===== src/ssu_map.svh =====
// Constants for the serial unit: widths, reset values and timing counts.
// Assumes inclusion by bare name from the package; design modules use its macros.
`ifndef SSU_MAP_SVH
`define SSU_MAP_SVH

`define SSU_CHAR_BITS      8
`define SSU_DUMMY_BYTE     8'h00
`define SSU_TX_BUF_RST     8'h00
`define SSU_RX_BUF_RST     8'h00
`define SSU_SPI_HALF_CYC   4
`define SSU_UART_BIT_CYC   16
`define SSU_SPI_TOGGLES    16

`endif


===== src/ssu_pkg.sv =====
// Types shared by the serial unit modules.
// Assumes ssu_map.svh is on the include path.
`default_nettype none
package ssu_pkg;
    `include "ssu_map.svh"

    // Static configuration, driven by software-owned control bits.
    typedef struct packed {
        logic master;
        logic four_pin;
        logic enable_pin_mode_sel;
        logic clock_phase_sel;
        logic clock_polarity_sel;
        logic variant_b;
    } ssu_cfg_s;

    // Status flags seen by software.
    typedef struct packed {
        logic tx_buffer_empty_flag;
        logic rx_char_ready_flag;
        logic tx_complete_flag;
        logic transfer_active_flag;
    } ssu_flags_s;

    typedef enum logic [2:0] {
        SPI_IDLE   = 3'b001,
        SPI_XFER   = 3'b010,
        SPI_LINGER = 3'b100
    } ssu_spi_state_e;

    typedef enum logic [3:0] {
        UTX_IDLE  = 4'b0001,
        UTX_START = 4'b0010,
        UTX_DATA  = 4'b0100,
        UTX_STOP  = 4'b1000
    } ssu_utx_state_e;
endpackage
`default_nettype wire


===== src/ssu_core.sv =====
// Serial unit top: SPI master/slave engine with its flag quirks, plus UART transmit.
// Assumes control inputs come from same-clock register logic; pins are asynchronous.
//
// Functional notes
// - Transfer-active flag toggles after a transfer other than the dummy byte; data stays intact.
// - While that flag lingers, the clock request stays asserted.
// - UART transmit-complete flag sets at every byte's final stop bit.
// - Variant A wrong-idle slave: no receive, no receive flag, first bit dropped.
// - Variant B wrong-idle slave: receives fine, first byte sent twice.
// - Four-pin master: mode 0 uses enable pin as input, mode 1 drives it.
`timescale 1ns/1ps
`default_nettype none
module ssu_core
    import ssu_pkg::*;
#(
    parameter int SPI_HALF_CYC  = `SSU_SPI_HALF_CYC,
    parameter int UART_BIT_CYC  = `SSU_UART_BIT_CYC
) (
    input  wire logic       i_clock,
    input  wire logic       i_srst,
    input  wire logic       i_clk_en,
    input  wire logic       i_soft_reset,
    input  wire ssu_cfg_s   i_cfg,
    input  wire logic       i_tx_write,
    input  wire logic [7:0] i_tx_data,
    input  wire logic       i_rx_read,
    input  wire logic       i_tx_complete_clear,
    input  wire logic       i_uart_write,
    input  wire logic [7:0] i_uart_data,
    input  wire logic       i_sck,
    input  wire logic       i_sdi,
    input  wire logic       i_slave_enable_pin_n,
    output logic            o_sck,
    output logic            o_sck_oe,
    output logic            o_sdo,
    output logic            o_sdo_oe,
    output logic            o_slave_enable_pin_n,
    output logic            o_slave_enable_oe,
    output logic [7:0]      o_rx_buffer_reg,
    output ssu_flags_s      o_flags,
    output logic            o_clock_request,
    output logic            o_uart_ready,
    output logic            o_uart_txd
);
    ssu_spi_state_e state_ff;
    logic [2:0]     sync_ff [0:1];
    logic           sck_d_ff;
    logic [7:0]     tx_buf_ff;
    logic           tx_full_ff;
    logic [7:0]     rx_buf_ff;
    logic           rx_rdy_ff;
    logic           txcpt_ff;
    logic [7:0]     tx_sh_ff;
    logic [7:0]     rx_sh_ff;
    logic [7:0]     cur_byte_ff;
    logic [2:0]     bit_cnt_ff;
    logic [4:0]     tog_cnt_ff;
    logic [15:0]    div_cnt_ff;
    logic           msck_ff;
    logic           sdo_ff;
    logic           busy_ff;
    logic           misidle_ff;
    logic           dup_first_ff;
    logic           soft_q_ff;
    logic           sck_oe_ff;
    logic           sdo_oe_ff;
    logic           ste_ff;
    logic           ste_oe_ff;
    logic           uart_done;

    // First bit presented at load in phase 0, at the first leading edge in phase 1; a wrong-idle variant A slave loses it.
    function automatic logic [7:0] load_shift(input logic [7:0] data, input logic drop);
        load_shift = drop ? {data[6:0], 1'b0} : data;
    endfunction

    // Two-flop synchronisers for clock, data and enable pins.
    always_ff @(posedge i_clock) begin
        if (i_srst) begin
            sync_ff[0] <= 3'h7;
            sync_ff[1] <= 3'h7;
            sck_d_ff   <= 1'b1;
        end else if (i_clk_en) begin
            sync_ff[0] <= {i_slave_enable_pin_n, i_sdi, i_sck};
            sync_ff[1] <= sync_ff[0];
            sck_d_ff   <= sync_ff[1][0];
        end
    end

    wire sck_s = sync_ff[1][0];
    wire sdi_s = sync_ff[1][1];
    wire ste_s = sync_ff[1][2];
    wire pol   = i_cfg.clock_polarity_sel;
    wire pha   = i_cfg.clock_phase_sel;

    // Slave select is active low; in conflict mode a high pin means master-active.
    wire conflict  = i_cfg.master && i_cfg.four_pin && !i_cfg.enable_pin_mode_sel;
    wire selected  = !i_cfg.four_pin || !ste_s;
    wire in_xfer   = (state_ff == SPI_XFER);
    wire m_tick    = in_xfer && (div_cnt_ff == 16'(SPI_HALF_CYC - 1));
    wire s_change  = in_xfer && (sck_s != sck_d_ff);
    wire lead      = i_cfg.master ? (m_tick && msck_ff == pol) : (s_change && sck_s != pol);
    wire trail     = i_cfg.master ? (m_tick && msck_ff != pol) : (s_change && sck_s == pol);
    wire shift_ev  = pha ? lead : trail;
    wire sample_ev = pha ? trail : lead;
    wire last_bit  = sample_ev && (bit_cnt_ff == 3'h7);
    wire m_end     = m_tick && (tog_cnt_ff == 5'(`SSU_SPI_TOGGLES - 1));
    wire xfer_end  = i_cfg.master ? m_end : last_bit;
    wire go        = !in_xfer && tx_full_ff && (i_cfg.master ? (!conflict || ste_s) : (selected && sck_s == pol));
    wire abort     = in_xfer && (i_cfg.master ? (conflict && !ste_s) : !selected);
    wire rx_ok     = !(misidle_ff && !i_cfg.variant_b);
    wire consume   = go && tx_full_ff && !(misidle_ff && i_cfg.variant_b && dup_first_ff);
    wire soft_fall = soft_q_ff && !i_soft_reset;
    wire [7:0] load_val = load_shift(tx_buf_ff, misidle_ff && !i_cfg.variant_b);

    // Wrong-idle detection at soft reset release.
    always_ff @(posedge i_clock) begin
        if (i_srst) begin
            soft_q_ff    <= 1'b1;
            misidle_ff   <= 1'b0;
            dup_first_ff <= 1'b0;
        end else if (i_clk_en) begin
            soft_q_ff <= i_soft_reset;
            if (soft_fall) begin
                misidle_ff   <= !i_cfg.master && pha && (sck_s != pol);
                dup_first_ff <= 1'b1;
            end else if (go && tx_full_ff) begin
                dup_first_ff <= 1'b0;
            end
        end
    end

    // Transmit buffer and its empty flag; hardware set wins over software write.
    always_ff @(posedge i_clock) begin
        if (i_srst || i_soft_reset) begin
            tx_buf_ff  <= `SSU_TX_BUF_RST;
            tx_full_ff <= 1'b0;
        end else if (i_clk_en) begin
            if (consume) begin
                tx_full_ff <= 1'b0;
            end else if (i_tx_write) begin
                tx_buf_ff  <= i_tx_data;
                tx_full_ff <= 1'b1;
            end
        end
    end

    // Transfer state; the linger state mimics the unreliable active flag.
    always_ff @(posedge i_clock) begin
        if (i_srst || i_soft_reset) begin
            state_ff <= SPI_IDLE;
        end else if (i_clk_en) begin
            case (state_ff)
                SPI_IDLE, SPI_LINGER: begin
                    if (go) begin
                        state_ff <= SPI_XFER;
                    end
                end
                SPI_XFER: begin
                    if (abort) begin
                        state_ff <= SPI_IDLE;
                    end else if (xfer_end) begin
                        state_ff <= (cur_byte_ff == `SSU_DUMMY_BYTE) ? SPI_IDLE : SPI_LINGER;
                    end
                end
                default: state_ff <= SPI_IDLE;
            endcase
        end
    end

    // Shift engine; transmit and receive shift independently; an abort drops the byte, variant A drops the first bit.
    always_ff @(posedge i_clock) begin
        if (i_srst || i_soft_reset) begin
            tx_sh_ff    <= 8'h00;
            rx_sh_ff    <= 8'h00;
            cur_byte_ff <= 8'h00;
            bit_cnt_ff  <= 3'h0;
            sdo_ff      <= 1'b0;
        end else if (i_clk_en) begin
            if (go) begin
                tx_sh_ff    <= load_val;
                cur_byte_ff <= tx_buf_ff;
                bit_cnt_ff  <= 3'h0;
                if (!pha) begin
                    sdo_ff   <= load_val[7];
                    tx_sh_ff <= {load_val[6:0], 1'b0};
                end
            end else begin
                if (shift_ev) begin
                    sdo_ff   <= tx_sh_ff[7];
                    tx_sh_ff <= {tx_sh_ff[6:0], 1'b0};
                end
                if (sample_ev) begin
                    rx_sh_ff   <= {rx_sh_ff[6:0], sdi_s};
                    bit_cnt_ff <= bit_cnt_ff + 3'h1;
                end
            end
        end
    end

    // Receive buffer and flags; hardware sets win over same-cycle clears.
    always_ff @(posedge i_clock) begin
        if (i_srst || i_soft_reset) begin
            rx_buf_ff <= `SSU_RX_BUF_RST;
            rx_rdy_ff <= 1'b0;
            txcpt_ff  <= 1'b0;
        end else if (i_clk_en) begin
            if (last_bit && rx_ok) begin
                rx_buf_ff <= {rx_sh_ff[6:0], sdi_s};
                rx_rdy_ff <= 1'b1;
            end else if (i_rx_read) begin
                rx_rdy_ff <= 1'b0;
            end
            if (uart_done) begin
                txcpt_ff <= 1'b1;
            end else if (i_tx_complete_clear) begin
                txcpt_ff <= 1'b0;
            end
        end
    end

    // Master clock generator and edge counter.
    always_ff @(posedge i_clock) begin
        if (i_srst || i_soft_reset) begin
            div_cnt_ff <= 16'h0000;
            tog_cnt_ff <= 5'h00;
            msck_ff    <= 1'b0;
        end else if (i_clk_en) begin
            if (!in_xfer || go) begin
                div_cnt_ff <= 16'h0000;
                tog_cnt_ff <= 5'h00;
                msck_ff    <= pol;
            end else if (m_tick) begin
                div_cnt_ff <= 16'h0000;
                tog_cnt_ff <= tog_cnt_ff + 5'h01;
                msck_ff    <= !msck_ff;
            end else begin
                div_cnt_ff <= div_cnt_ff + 16'h0001;
            end
        end
    end

    // Active flag: set in a transfer, toggles while lingering. Toggling costs
    // power and reads low every other cycle, so a poll on it may mistake it for completion.
    always_ff @(posedge i_clock) begin
        if (i_srst || i_soft_reset) begin
            busy_ff <= 1'b0;
        end else if (i_clk_en) begin
            busy_ff <= in_xfer || go || ((state_ff == SPI_LINGER) && !busy_ff);
        end
    end

    // Pin drivers, registered so no output glitches.
    always_ff @(posedge i_clock) begin
        if (i_srst) begin
            sck_oe_ff <= 1'b0;
            sdo_oe_ff <= 1'b0;
            ste_ff    <= 1'b1;
            ste_oe_ff <= 1'b0;
        end else if (i_clk_en) begin
            sck_oe_ff <= i_cfg.master && !(conflict && !ste_s) && !i_soft_reset;
            sdo_oe_ff <= i_cfg.master ? !(conflict && !ste_s) && !i_soft_reset : selected && !i_soft_reset;
            ste_oe_ff <= i_cfg.master && i_cfg.four_pin && i_cfg.enable_pin_mode_sel;
            ste_ff    <= !(in_xfer && i_cfg.master);
        end
    end

    ssu_uart_tx #(
        .BIT_CYC      (UART_BIT_CYC)
    ) u_uart_tx (
        .i_clock      (i_clock),
        .i_srst       (i_srst),
        .i_clk_en     (i_clk_en),
        .i_soft_reset (i_soft_reset),
        .i_wr         (i_uart_write),
        .i_data       (i_uart_data),
        .o_ready      (o_uart_ready),
        .o_txd        (o_uart_txd),
        .o_stop_done  (uart_done)
    );

    assign o_sck                         = msck_ff;
    assign o_sck_oe                      = sck_oe_ff;
    assign o_sdo                         = sdo_ff;
    assign o_sdo_oe                      = sdo_oe_ff;
    assign o_slave_enable_pin_n          = ste_ff;
    assign o_slave_enable_oe             = ste_oe_ff;
    assign o_rx_buffer_reg               = rx_buf_ff;
    assign o_flags.tx_buffer_empty_flag  = !tx_full_ff;
    assign o_flags.rx_char_ready_flag    = rx_rdy_ff;
    assign o_flags.tx_complete_flag      = txcpt_ff;
    assign o_flags.transfer_active_flag  = busy_ff;
    assign o_clock_request               = busy_ff || (state_ff == SPI_LINGER);
endmodule // ssu_core
`default_nettype wire


===== src/ssu_uart_tx.sv =====
// UART transmitter with one holding register, 8N1 framing, LSB first.
// Assumes a same-domain writer that only writes while o_ready is high.
`timescale 1ns/1ps
`default_nettype none
module ssu_uart_tx
    import ssu_pkg::*;
#(
    parameter int BIT_CYC = `SSU_UART_BIT_CYC
) (
    input  wire logic       i_clock,
    input  wire logic       i_srst,
    input  wire logic       i_clk_en,
    input  wire logic       i_soft_reset,
    input  wire logic       i_wr,
    input  wire logic [7:0] i_data,
    output logic            o_ready,
    output logic            o_txd,
    output logic            o_stop_done
);
    ssu_utx_state_e state_ff;
    logic [7:0]     hold_ff;
    logic           full_ff;
    logic [7:0]     sh_ff;
    logic [2:0]     bit_ff;
    logic [15:0]    cnt_ff;
    logic           txd_ff;
    logic           done_ff;

    // One baud tick per bit time; the last stop-bit tick marks byte end.
    wire tick     = (cnt_ff == 16'(BIT_CYC - 1));
    wire byte_end = tick && (state_ff == UTX_STOP);
    wire take     = full_ff && ((state_ff == UTX_IDLE) || byte_end);

    // Holding register; a write while full is ignored by design.
    always_ff @(posedge i_clock) begin
        if (i_srst || i_soft_reset) begin
            full_ff <= 1'b0;
            hold_ff <= `SSU_TX_BUF_RST;
        end else if (i_clk_en) begin
            if (i_wr && !full_ff) begin
                hold_ff <= i_data;
                full_ff <= 1'b1;
            end else if (take) begin
                full_ff <= 1'b0;
            end
        end
    end

    // Framing engine. Back-to-back bytes go straight from stop to start.
    always_ff @(posedge i_clock) begin
        if (i_srst || i_soft_reset) begin
            state_ff <= UTX_IDLE;
            cnt_ff   <= 16'h0000;
            bit_ff   <= 3'h0;
            sh_ff    <= 8'h00;
            txd_ff   <= 1'b1;
            done_ff  <= 1'b0;
        end else if (i_clk_en) begin
            done_ff <= byte_end;
            cnt_ff  <= (tick || state_ff == UTX_IDLE) ? 16'h0000 : cnt_ff + 16'h0001;
            case (state_ff)
                UTX_IDLE: begin
                    if (take) begin
                        sh_ff    <= hold_ff;
                        txd_ff   <= 1'b0;
                        state_ff <= UTX_START;
                    end
                end
                UTX_START: begin
                    if (tick) begin
                        txd_ff   <= sh_ff[0];
                        sh_ff    <= {1'b0, sh_ff[7:1]};
                        bit_ff   <= 3'h0;
                        state_ff <= UTX_DATA;
                    end
                end
                UTX_DATA: begin
                    if (tick) begin
                        txd_ff <= (bit_ff == 3'h7) ? 1'b1 : sh_ff[0];
                        sh_ff  <= {1'b0, sh_ff[7:1]};
                        bit_ff <= bit_ff + 3'h1;
                        if (bit_ff == 3'h7) begin
                            state_ff <= UTX_STOP;
                        end
                    end
                end
                UTX_STOP: begin
                    if (take) begin
                        sh_ff    <= hold_ff;
                        txd_ff   <= 1'b0;
                        state_ff <= UTX_START;
                    end else if (tick) begin
                        state_ff <= UTX_IDLE;
                    end
                end
                default: state_ff <= UTX_IDLE;
            endcase
        end
    end

    assign o_ready     = !full_ff;
    assign o_txd       = txd_ff;
    assign o_stop_done = done_ff;
endmodule // ssu_uart_tx
`default_nettype wire


===== config.mk =====
export PLATFORM = sky130hd
export DESIGN_NAME = ssu_core
export DESIGN_NICKNAME = d
export VERILOG_FILES = /design/src/ssu_pkg.sv /design/src/ssu_core.sv /design/src/ssu_uart_tx.sv
export VERILOG_INCLUDE_DIRS = /design/src
export SDC_FILE = /design/constraint.sdc
export NUM_CORES = 1
export LEC_CHECK = 0
export BUFFER_PORTS_ARGS = -buffer_cell sky130_fd_sc_hd__buf_2
export CORE_MARGIN = 2
export CORE_UTILIZATION = 51
export CTS_CLUSTER_DIAMETER = 120
export DETAILED_ROUTE_END_ITERATION = 12
export GPL_ROUTABILITY_DRIVEN = 0
export PLACE_DENSITY_LB_ADDON = 0.15
export REMOVE_ABC_BUFFERS = 1
export SLEW_MARGIN = 20
export SYNTH_ARGS = -nofsm -noshare
export SYNTH_HDL_FRONTEND = slang
export SYNTH_SLANG_ARGS = --single-unit

===== constraint.sdc =====
create_clock -name i_clock -period 2.3 [get_ports i_clock]
set_input_delay 0.23 -clock i_clock [delete_from_list [all_inputs] [get_ports i_clock]]
set_output_delay 0.23 -clock i_clock [all_outputs]
set_load 0.05 [all_outputs]

==> results of run 1 <==
-- layout by cell type, fill, tap and decap left out, types with 8 or more instances in the layout --
cell type	count
xnor2_1	12
xor2_1	16
clkbuf_16	17
nor3_1	22
o22ai_1	8
a21oi_1	50
mux2i_1	50
dfxtp_1	122
buf_2	53
or3_1	9
nand2_1	42
nor2_1	112
nand4_1	18
o21ai_0	15
nand3_1	20
inv_1	9
and3_1	18
buf_4	25
-- metal layers --
metal | global-route usage | vias up | part of all wire
met5 | 0 | - | 0
met4 | 0.0813 | 0 | 0.012
met3 | 0.0584 | 13 | 0.051
met2 | 0.382 | 105 | 0.49
met1 | 0.262 | 2467 | 0.45
li1 | - | 2564 | -
-- report_power, final --
group / internal [mW] / total [mW] / switching (mW)
Clock: 1.55 / 2.50 / 0.945
Sequential: 2.27 / 2.29 / 0.0215
Combinational: 0.115 / 0.313 / 0.198
Total: 3.93 / 5.10 / 1.16
-- logic make-up after synthesis --
kind of cell,count (synthesis)
AOI/OAI and AO/OA,124
xor gates and xnor gates,28
adders and majority gates,8
buffers and inverters,50
DFF,128
muxes,51
and+or+nand+nor,294
-- worst paths after layout --
kind / to / start / slack, ps / cells past startpoint
max reg2reg: o_rx_buffer_reg[7] / div_cnt_ff[0] / 150 / 9
min: u_uart_tx.hold_ff[0] / i_uart_data[0] / 30 / 3
min reg2reg: u_uart_tx.o_txd / u_uart_tx.o_txd / 460 / 1
max: o_rx_buffer_reg[7] / div_cnt_ff[0] / 150 / 9
-- synth_stat cells, types with 9 or more instances --
| cell type | number |
|---|---|
| a21oi_1 | 50 |
| and3_1 | 18 |
| clkbuf_1 | 21 |
| dfxtp_1 | 122 |
| inv_1 | 9 |
| mux2i_1 | 50 |
| nand2_1 | 42 |
| nand3_1 | 20 |
| nand4_1 | 18 |
| nor2_1 | 112 |
| nor3_1 | 22 |
| o21ai_0 | 15 |
| or3_1 | 9 |
| xnor2_1 | 12 |
| xor2_1 | 16 |
-- final cells by class --
cell class | count | area (sq um)
multi-input combinational | 506 | 3210
timing repair buffer | 80 | 493
clock inverter | 7 | 62.6
clock buffer | 24 | 482
fill | 999 | 4430
inverter | 9 | 33.8
tap | 143 | 179
sequential | 128 | 2620
-- worst min-delay path, delay by kind of cell --
kind	cells	cell delay [ps]
buffers and inverters	1	70
and+or+nand+nor	1	70
muxes	1	50
-- per-stage QoR --
stage	cells	instance area, sq um	total power [mW]	hold slack (ps)	util
after global routing	897	7080	5.26	42.7	0.615
after floorplan	642	5850	2.51	299	-
after CTS	896	7060	5.14	24.3	0.613
after detailed placement	865	6520	2.64	450	0.566
final	897	7080	5.10	33.6	0.615
after global placement	865	6520	2.64	446	0.566
-- what timing repair did --
action	4_1_cts	5_1_grt
resized for setup	0	2
setup buffers	0	0
setup endpoints to repair	0	31
endpoints found under the hold margin	0	0
==> results.py, run 1 <==
metrics = {
    "global_routing": {
        "grtUsageTotal": 0.220,
        "grt_pass1_wl_um": 22700,
        "gr-total-overflow": 0,
        "grt_max_degree": 51,
        "antenna_found_initial": 0,
        "grt_pass1_vias": 4912,
    },
    "power_and_ir_drop": {
        "p_per_area_nw_per_um2": 720,
        "p_leak_nw": 2.82,
        "ir_drop_mv": 0.487,
    },
    "synth": {
        "synthAdderAreaFrac": 0.0165,
        "synth-seq-cells": 128,
        "synth_compound_area_frac": 0.137,
        "synthMuxAreaShare": 0.0843,
        "ys_warn_count": 0,
        "syn-cell-area_sq_um": 6070,
        "synth_top_family_by_area": "simple AND/OR/NAND/NOR gates",
        "ys.flop_type": "dfxtp_1",
        "syn_avg_cell_area_sq_um": 8.88,
        "synth_edf_count": 6,
        "synth_async_sr_flop_share": 0,
        "synthCells": 683,
        "synthTopCellsByArea": "dfxtp_1 (40%), mux2i_1 (8.2%), nor2_1 (6.9%), a21oi_1 (4.1%), edfxtp_1 (3.0%)",
        "synthXorXnorAreaFrac": 0.0404,
        "yosysTopAreaCellShare": 0.403,
        "post-synth-top-area-cell": "dfxtp_1",
        "ys_seq_area_frac": 0.432,
        "yosysUniqueCellTypes": 71,
        "yosys.area_share.simple": 0.248,
    },
    "placement": {
        "pre_cts_ws_ps": 104,
        "dp_hpwl_um": 9340,
        "port_buffers": 53,
    },
    "finish": {
        "top_regs": "div_cnt_ff x16, u_uart_tx.cnt_ff x16",
        "drive_above_1_share": 0.176,
        "areaGrowthSynthToFinish_pct": 16.7,
        "finish.net_count": 783,
        "diodes": 0,
    },
    "cts": {
        "cts_buffer_depth": 2,
        "cts_tree": "built",
        "clock_latency_ps": 430,
        "root_buffer": "clkbuf_16",
        "cts_buffers": 17,
        "cts_max_level": 4,
        "clk_pin_slew_ps": 60,
        "hold_buffers": 0,
        "clock-sinks": 128,
    },
    "status": {
        "outcome": "complete, but fails checks",
        "violations": "design-rule violations",
    },
    "worst_setup_path": {
        "cpLargestDelayFamily": "simple AND/OR/NAND/NOR gates",
        "setup.worst_path.end_class": "flop",
        "worstPathRequired_ps": 2570,
        "crit_chain": "ha_2, nor4b_4, nand4_1, o211ai_1, buf_4, and3_1, buf_12, mux2i_1, nor2_1",
        "crit_slowest_cell": "dfxtp_1",
        "worstSetupStartpointType": "flop",
        "cp_max_fo": 9,
        "worstPathArrival_ps": 2420,
        "crit_path_max_incr_delay_ps": 370,
        "timing_worst_setup_path_type": "flop to flop",
        "critPathBufInv": 2,
    },
    "floorplan": {
        "die-area_sq_um": 12800,
        "die_h_um": 113,
        "coreArea_sq_um": 11500,
        "die_x_um": 113,
        "io_pins": 54,
        "initial_core_util": 0.527,
        "fp-row-count": 39,
    },
    "routing": {
        "drtIter0Drc": 291,
        "viasPerCell": 5.74,
        "drc_errors": 5,
        "totalWireLength_um": 13600,
        "ant_nets": 0,
        "routedWlPerCell_um": 15.2,
        "firstDrtPassIters": 9,
        "vias": 5149,
    },
    "sta": {
        "period_share": 0.934,
        "finalSetupViolations": 0,
        "min_period_ps": 2150,
        "fmax_mhz": 466,
        "hold_viol_final": 0,
        "report.final.slew_viol_count": 0,
        "setup_ws_ps": 153,
        "slew-limit-headroom": 0.369,
        "skew_ps": 11.4,
        "worst_pin_slew_ps": 947,
        "final.setup.tns_ps": 0,
    },
    "min_path": {
        "hp-class": "input pin to flop",
    },
    "run": {
        "maxCapViolCount": 0,
    },
}
Power figures use the tool's default switching activity.
==> run 2: changes to the inputs <==
--- a/config.mk
+++ b/config.mk
@@ -7,7 +7,6 @@
 export NUM_CORES = 1
 export LEC_CHECK = 0
 export BUFFER_PORTS_ARGS = -buffer_cell sky130_fd_sc_hd__buf_2
-export CORE_MARGIN = 2
 export CORE_UTILIZATION = 51
 export CTS_CLUSTER_DIAMETER = 120
 export DETAILED_ROUTE_END_ITERATION = 12
@@ -17,4 +16,5 @@
 export SLEW_MARGIN = 20
 export SYNTH_ARGS = -nofsm -noshare
 export SYNTH_HDL_FRONTEND = slang
+export SYNTH_HIERARCHICAL = 1
 export SYNTH_SLANG_ARGS = --single-unit
==> run 2 against run 1 <==
Compared with the run above: the run now ends clean; power grew 9.2%; sequential share of layout area fell by 0.70 points; sequential cell count stayed put; wire length increased by 2.6%; critical path type unchanged; first-iteration DRC count up 14%; critical path depth fell by 2; count of clock-buffer cells in the layout decreased by 5; critical endpoint is now state_ff[2]; synthesized area shrank 1.3%; sequential power is essentially flat.
==> results.py, run 2 <==
metrics = {
    "worst_setup_path": {
        "cp_max_fo": 5,
        "timing_worst_setup_path_type": "flop to flop",
        "critPathBufInv": 1,
        "worstPathRequired_ps": 2640,
        "crit_chain": "xnor2_1, buf_4, nor4_4, a211o_2, and3_1, a32oi_2, mux2i_1",
        "worstPathArrival_ps": 2540,
        "crit_slowest_cell": "edfxtp_1",
        "setup.worst_path.end_class": "flop",
        "cpLargestDelayFamily": "compound AO/OA/AOI/OAI gates",
        "crit_path_max_incr_delay_ps": 490,
        "worstSetupStartpointType": "flop",
    },
    "synth": {
        "synthTopCellsByArea": "dfxtp_1 (41%), mux2i_1 (9.4%), nor2_1 (6.7%), a21oi_1 (3.3%), edfxtp_1 (3.0%)",
        "ys_warn_count": 6,
        "synthMuxAreaShare": 0.0955,
        "synth_compound_area_frac": 0.125,
        "syn_avg_cell_area_sq_um": 9.07,
        "synthCells": 660,
        "ys.flop_type": "dfxtp_1",
        "synth_async_sr_flop_share": 0,
        "yosysTopAreaCellShare": 0.408,
        "synth-seq-cells": 128,
        "synthAdderAreaFrac": 0.0167,
        "ys_seq_area_frac": 0.438,
        "synth_top_family_by_area": "simple AND/OR/NAND/NOR gates",
        "synth_edf_count": 6,
        "synth_most_common_cell": "dfxtp_1",
        "yosysUniqueCellTypes": 71,
        "post-synth-top-area-cell": "dfxtp_1",
        "syn-cell-area_sq_um": 5990,
        "yosys.area_share.simple": 0.232,
        "synthXorXnorAreaFrac": 0.0527,
        "synthTopCellsByCount": "dfxtp_1 (122), nor2_1 (107), mux2i_1 (56)",
    },
    "sta": {
        "slew-limit-headroom": 0.587,
        "final.setup.tns_ps": 0,
        "period_share": 0.956,
        "skew_ps": 11.5,
        "worst_pin_slew_ps": 619,
        "finalSetupViolations": 0,
        "min_period_ps": 2200,
        "hold_viol_final": 0,
        "rsz0062_at_grt": "false",
        "fmax_mhz": 455,
        "report.final.slew_viol_count": 0,
    },
    "routing": {
        "totalWireLength_um": 14000,
        "ant_nets": 0,
        "drc_errors": 0,
        "vias": 5049,
        "viasPerCell": 5.73,
        "firstDrtPassIters": 4,
        "routedWlPerCell_um": 15.9,
        "drtIter0Drc": 333,
    },
    "cts": {
        "clock-sinks": 128,
        "cts_buffers": 17,
        "cts_max_level": 4,
        "root_buffer": "clkbuf_16",
        "clk_pin_slew_ps": 60,
        "cts_buffer_depth": 2,
        "hold_buffers": 0,
        "clock_latency_ps": 420,
        "cts_tree": "built",
    },
    "finish": {
        "drive_above_1_share": 0.199,
        "areaGrowthSynthToFinish_pct": 20.6,
        "final_cell_mix": "dfxtp_1 (121), nor2_1 (107), mux2i_1 (56)",
        "diodes": 0,
        "finish.net_count": 766,
        "finalInstanceArea_sq_um": 7220,
        "top_regs": "div_cnt_ff x16, u_uart_tx/cnt_ff x16",
        "fin_util": 0.633,
        "layout_commonest_cell": "dfxtp_1",
    },
    "floorplan": {
        "io_pins": 54,
        "coreArea_sq_um": 11400,
        "die_h_um": 110,
        "fp-row-count": 39,
        "die-area_sq_um": 12200,
        "die_x_um": 110,
        "initial_core_util": 0.524,
    },
    "global_routing": {
        "grt_max_degree": 43,
        "grt_pass1_vias": 4729,
        "grt_pass1_wl_um": 22500,
        "grtUsageTotal": 0.242,
        "antenna_found_initial": 0,
        "gr-total-overflow": 0,
    },
    "power_and_ir_drop": {
        "power.total_mw": 5.57,
        "ir_drop_mv": 0.575,
        "p_per_area_nw_per_um2": 771,
        "p_leak_nw": 2.97,
    },
    "placement": {
        "dp_hpwl_um": 9460,
        "place_area_sq_um": 6520,
        "port_buffers": 53,
    },
    "min_path": {
        "hp-class": "input pin to flop",
    },
    "status": {
        "outcome": "finished, final reports clean",
    },
    "run": {
        "maxCapViolCount": 0,
    },
}
run 2: cell count changes after synthesis, moves of 7 or more:
| cell | previous run | this run |
|---|---|---|
| a211oi_2 | 7 | 0 |
| a21oi_1 | 50 | 40 |
| a311oi_1 | 0 | 7 |
| nand4_1 | 18 | 11 |
| o211ai_1 | 3 | 11 |
| xnor2_1 | 12 | 19 |
run 2: cell type report:
| type | instances | area [sq um] |
|---|---|---|
| Clock buffer | 19 | 443 |
| Sequential cell | 128 | 2620 |
| Multi-Input combinational cell | 482 | 3170 |
| Clock inverter | 13 | 211 |
| Inverter | 10 | 37.5 |
| Fill cell | 1003 | 4200 |
| Timing Repair Buffer | 86 | 563 |
| Tap cell | 143 | 179 |
run 2: kinds of logic after synthesis:
kind of cell | Yosys count
simple gates | 270
fa+ha+maj | 8
compound gates | 110
flops | 128
xor+xnor | 36
mux | 57
buf+inv | 51
run 2: timing repair:
| action | CTS | global route |
|---|---|---|
| gates resized for setup | 0 | 7 |
| endpoints found under the setup margin | 0 | 14 |
| setup buffers | 0 | 1 |
run 2: final timing paths:
path | start | slack [ps] | to | cells after the start
hold / removal | i_tx_data[2] | 40 | tx_buf_ff[2] | 3
setup / recovery | sync_ff[0][3] | 100 | state_ff[2] | 7
setup reg to reg | sync_ff[0][3] | 100 | state_ff[2] | 7
hold reg to reg | rx_rdy_ff | 450 | rx_rdy_ff | 2
run 2: routing by layer:
layer / track usage / wire [um] / vias to the layer above
met4: 0.113 / 237 / 0
met5: 0 / 0 / -
met1: 0.296 / 6190 / 2419
li1: - / - / 2497
met3: 0.0582 / 669 / 23
met2: 0.400 / 6880 / 110
run 2: stage by stage:
step,hold WS [ps],worst slack (ps),cells
after floorplan,299,48.0,619
after global placement,439,112,847
after detailed placement,444,29.9,847
after CTS,35.3,26.0,879
after global routing,45.9,2.77,881
final,43.7,101,881
run 2: power breakdown:
part	internal, mW	switching, mW
registers	2.26	0.0228
logic	0.125	0.202
clock network	1.95	0.998
total	4.34	1.22
run 2: worst min-delay path, stage by stage:
cell,delay (ps)
buf_2,80
mux2i_1,50
nor2_1,70
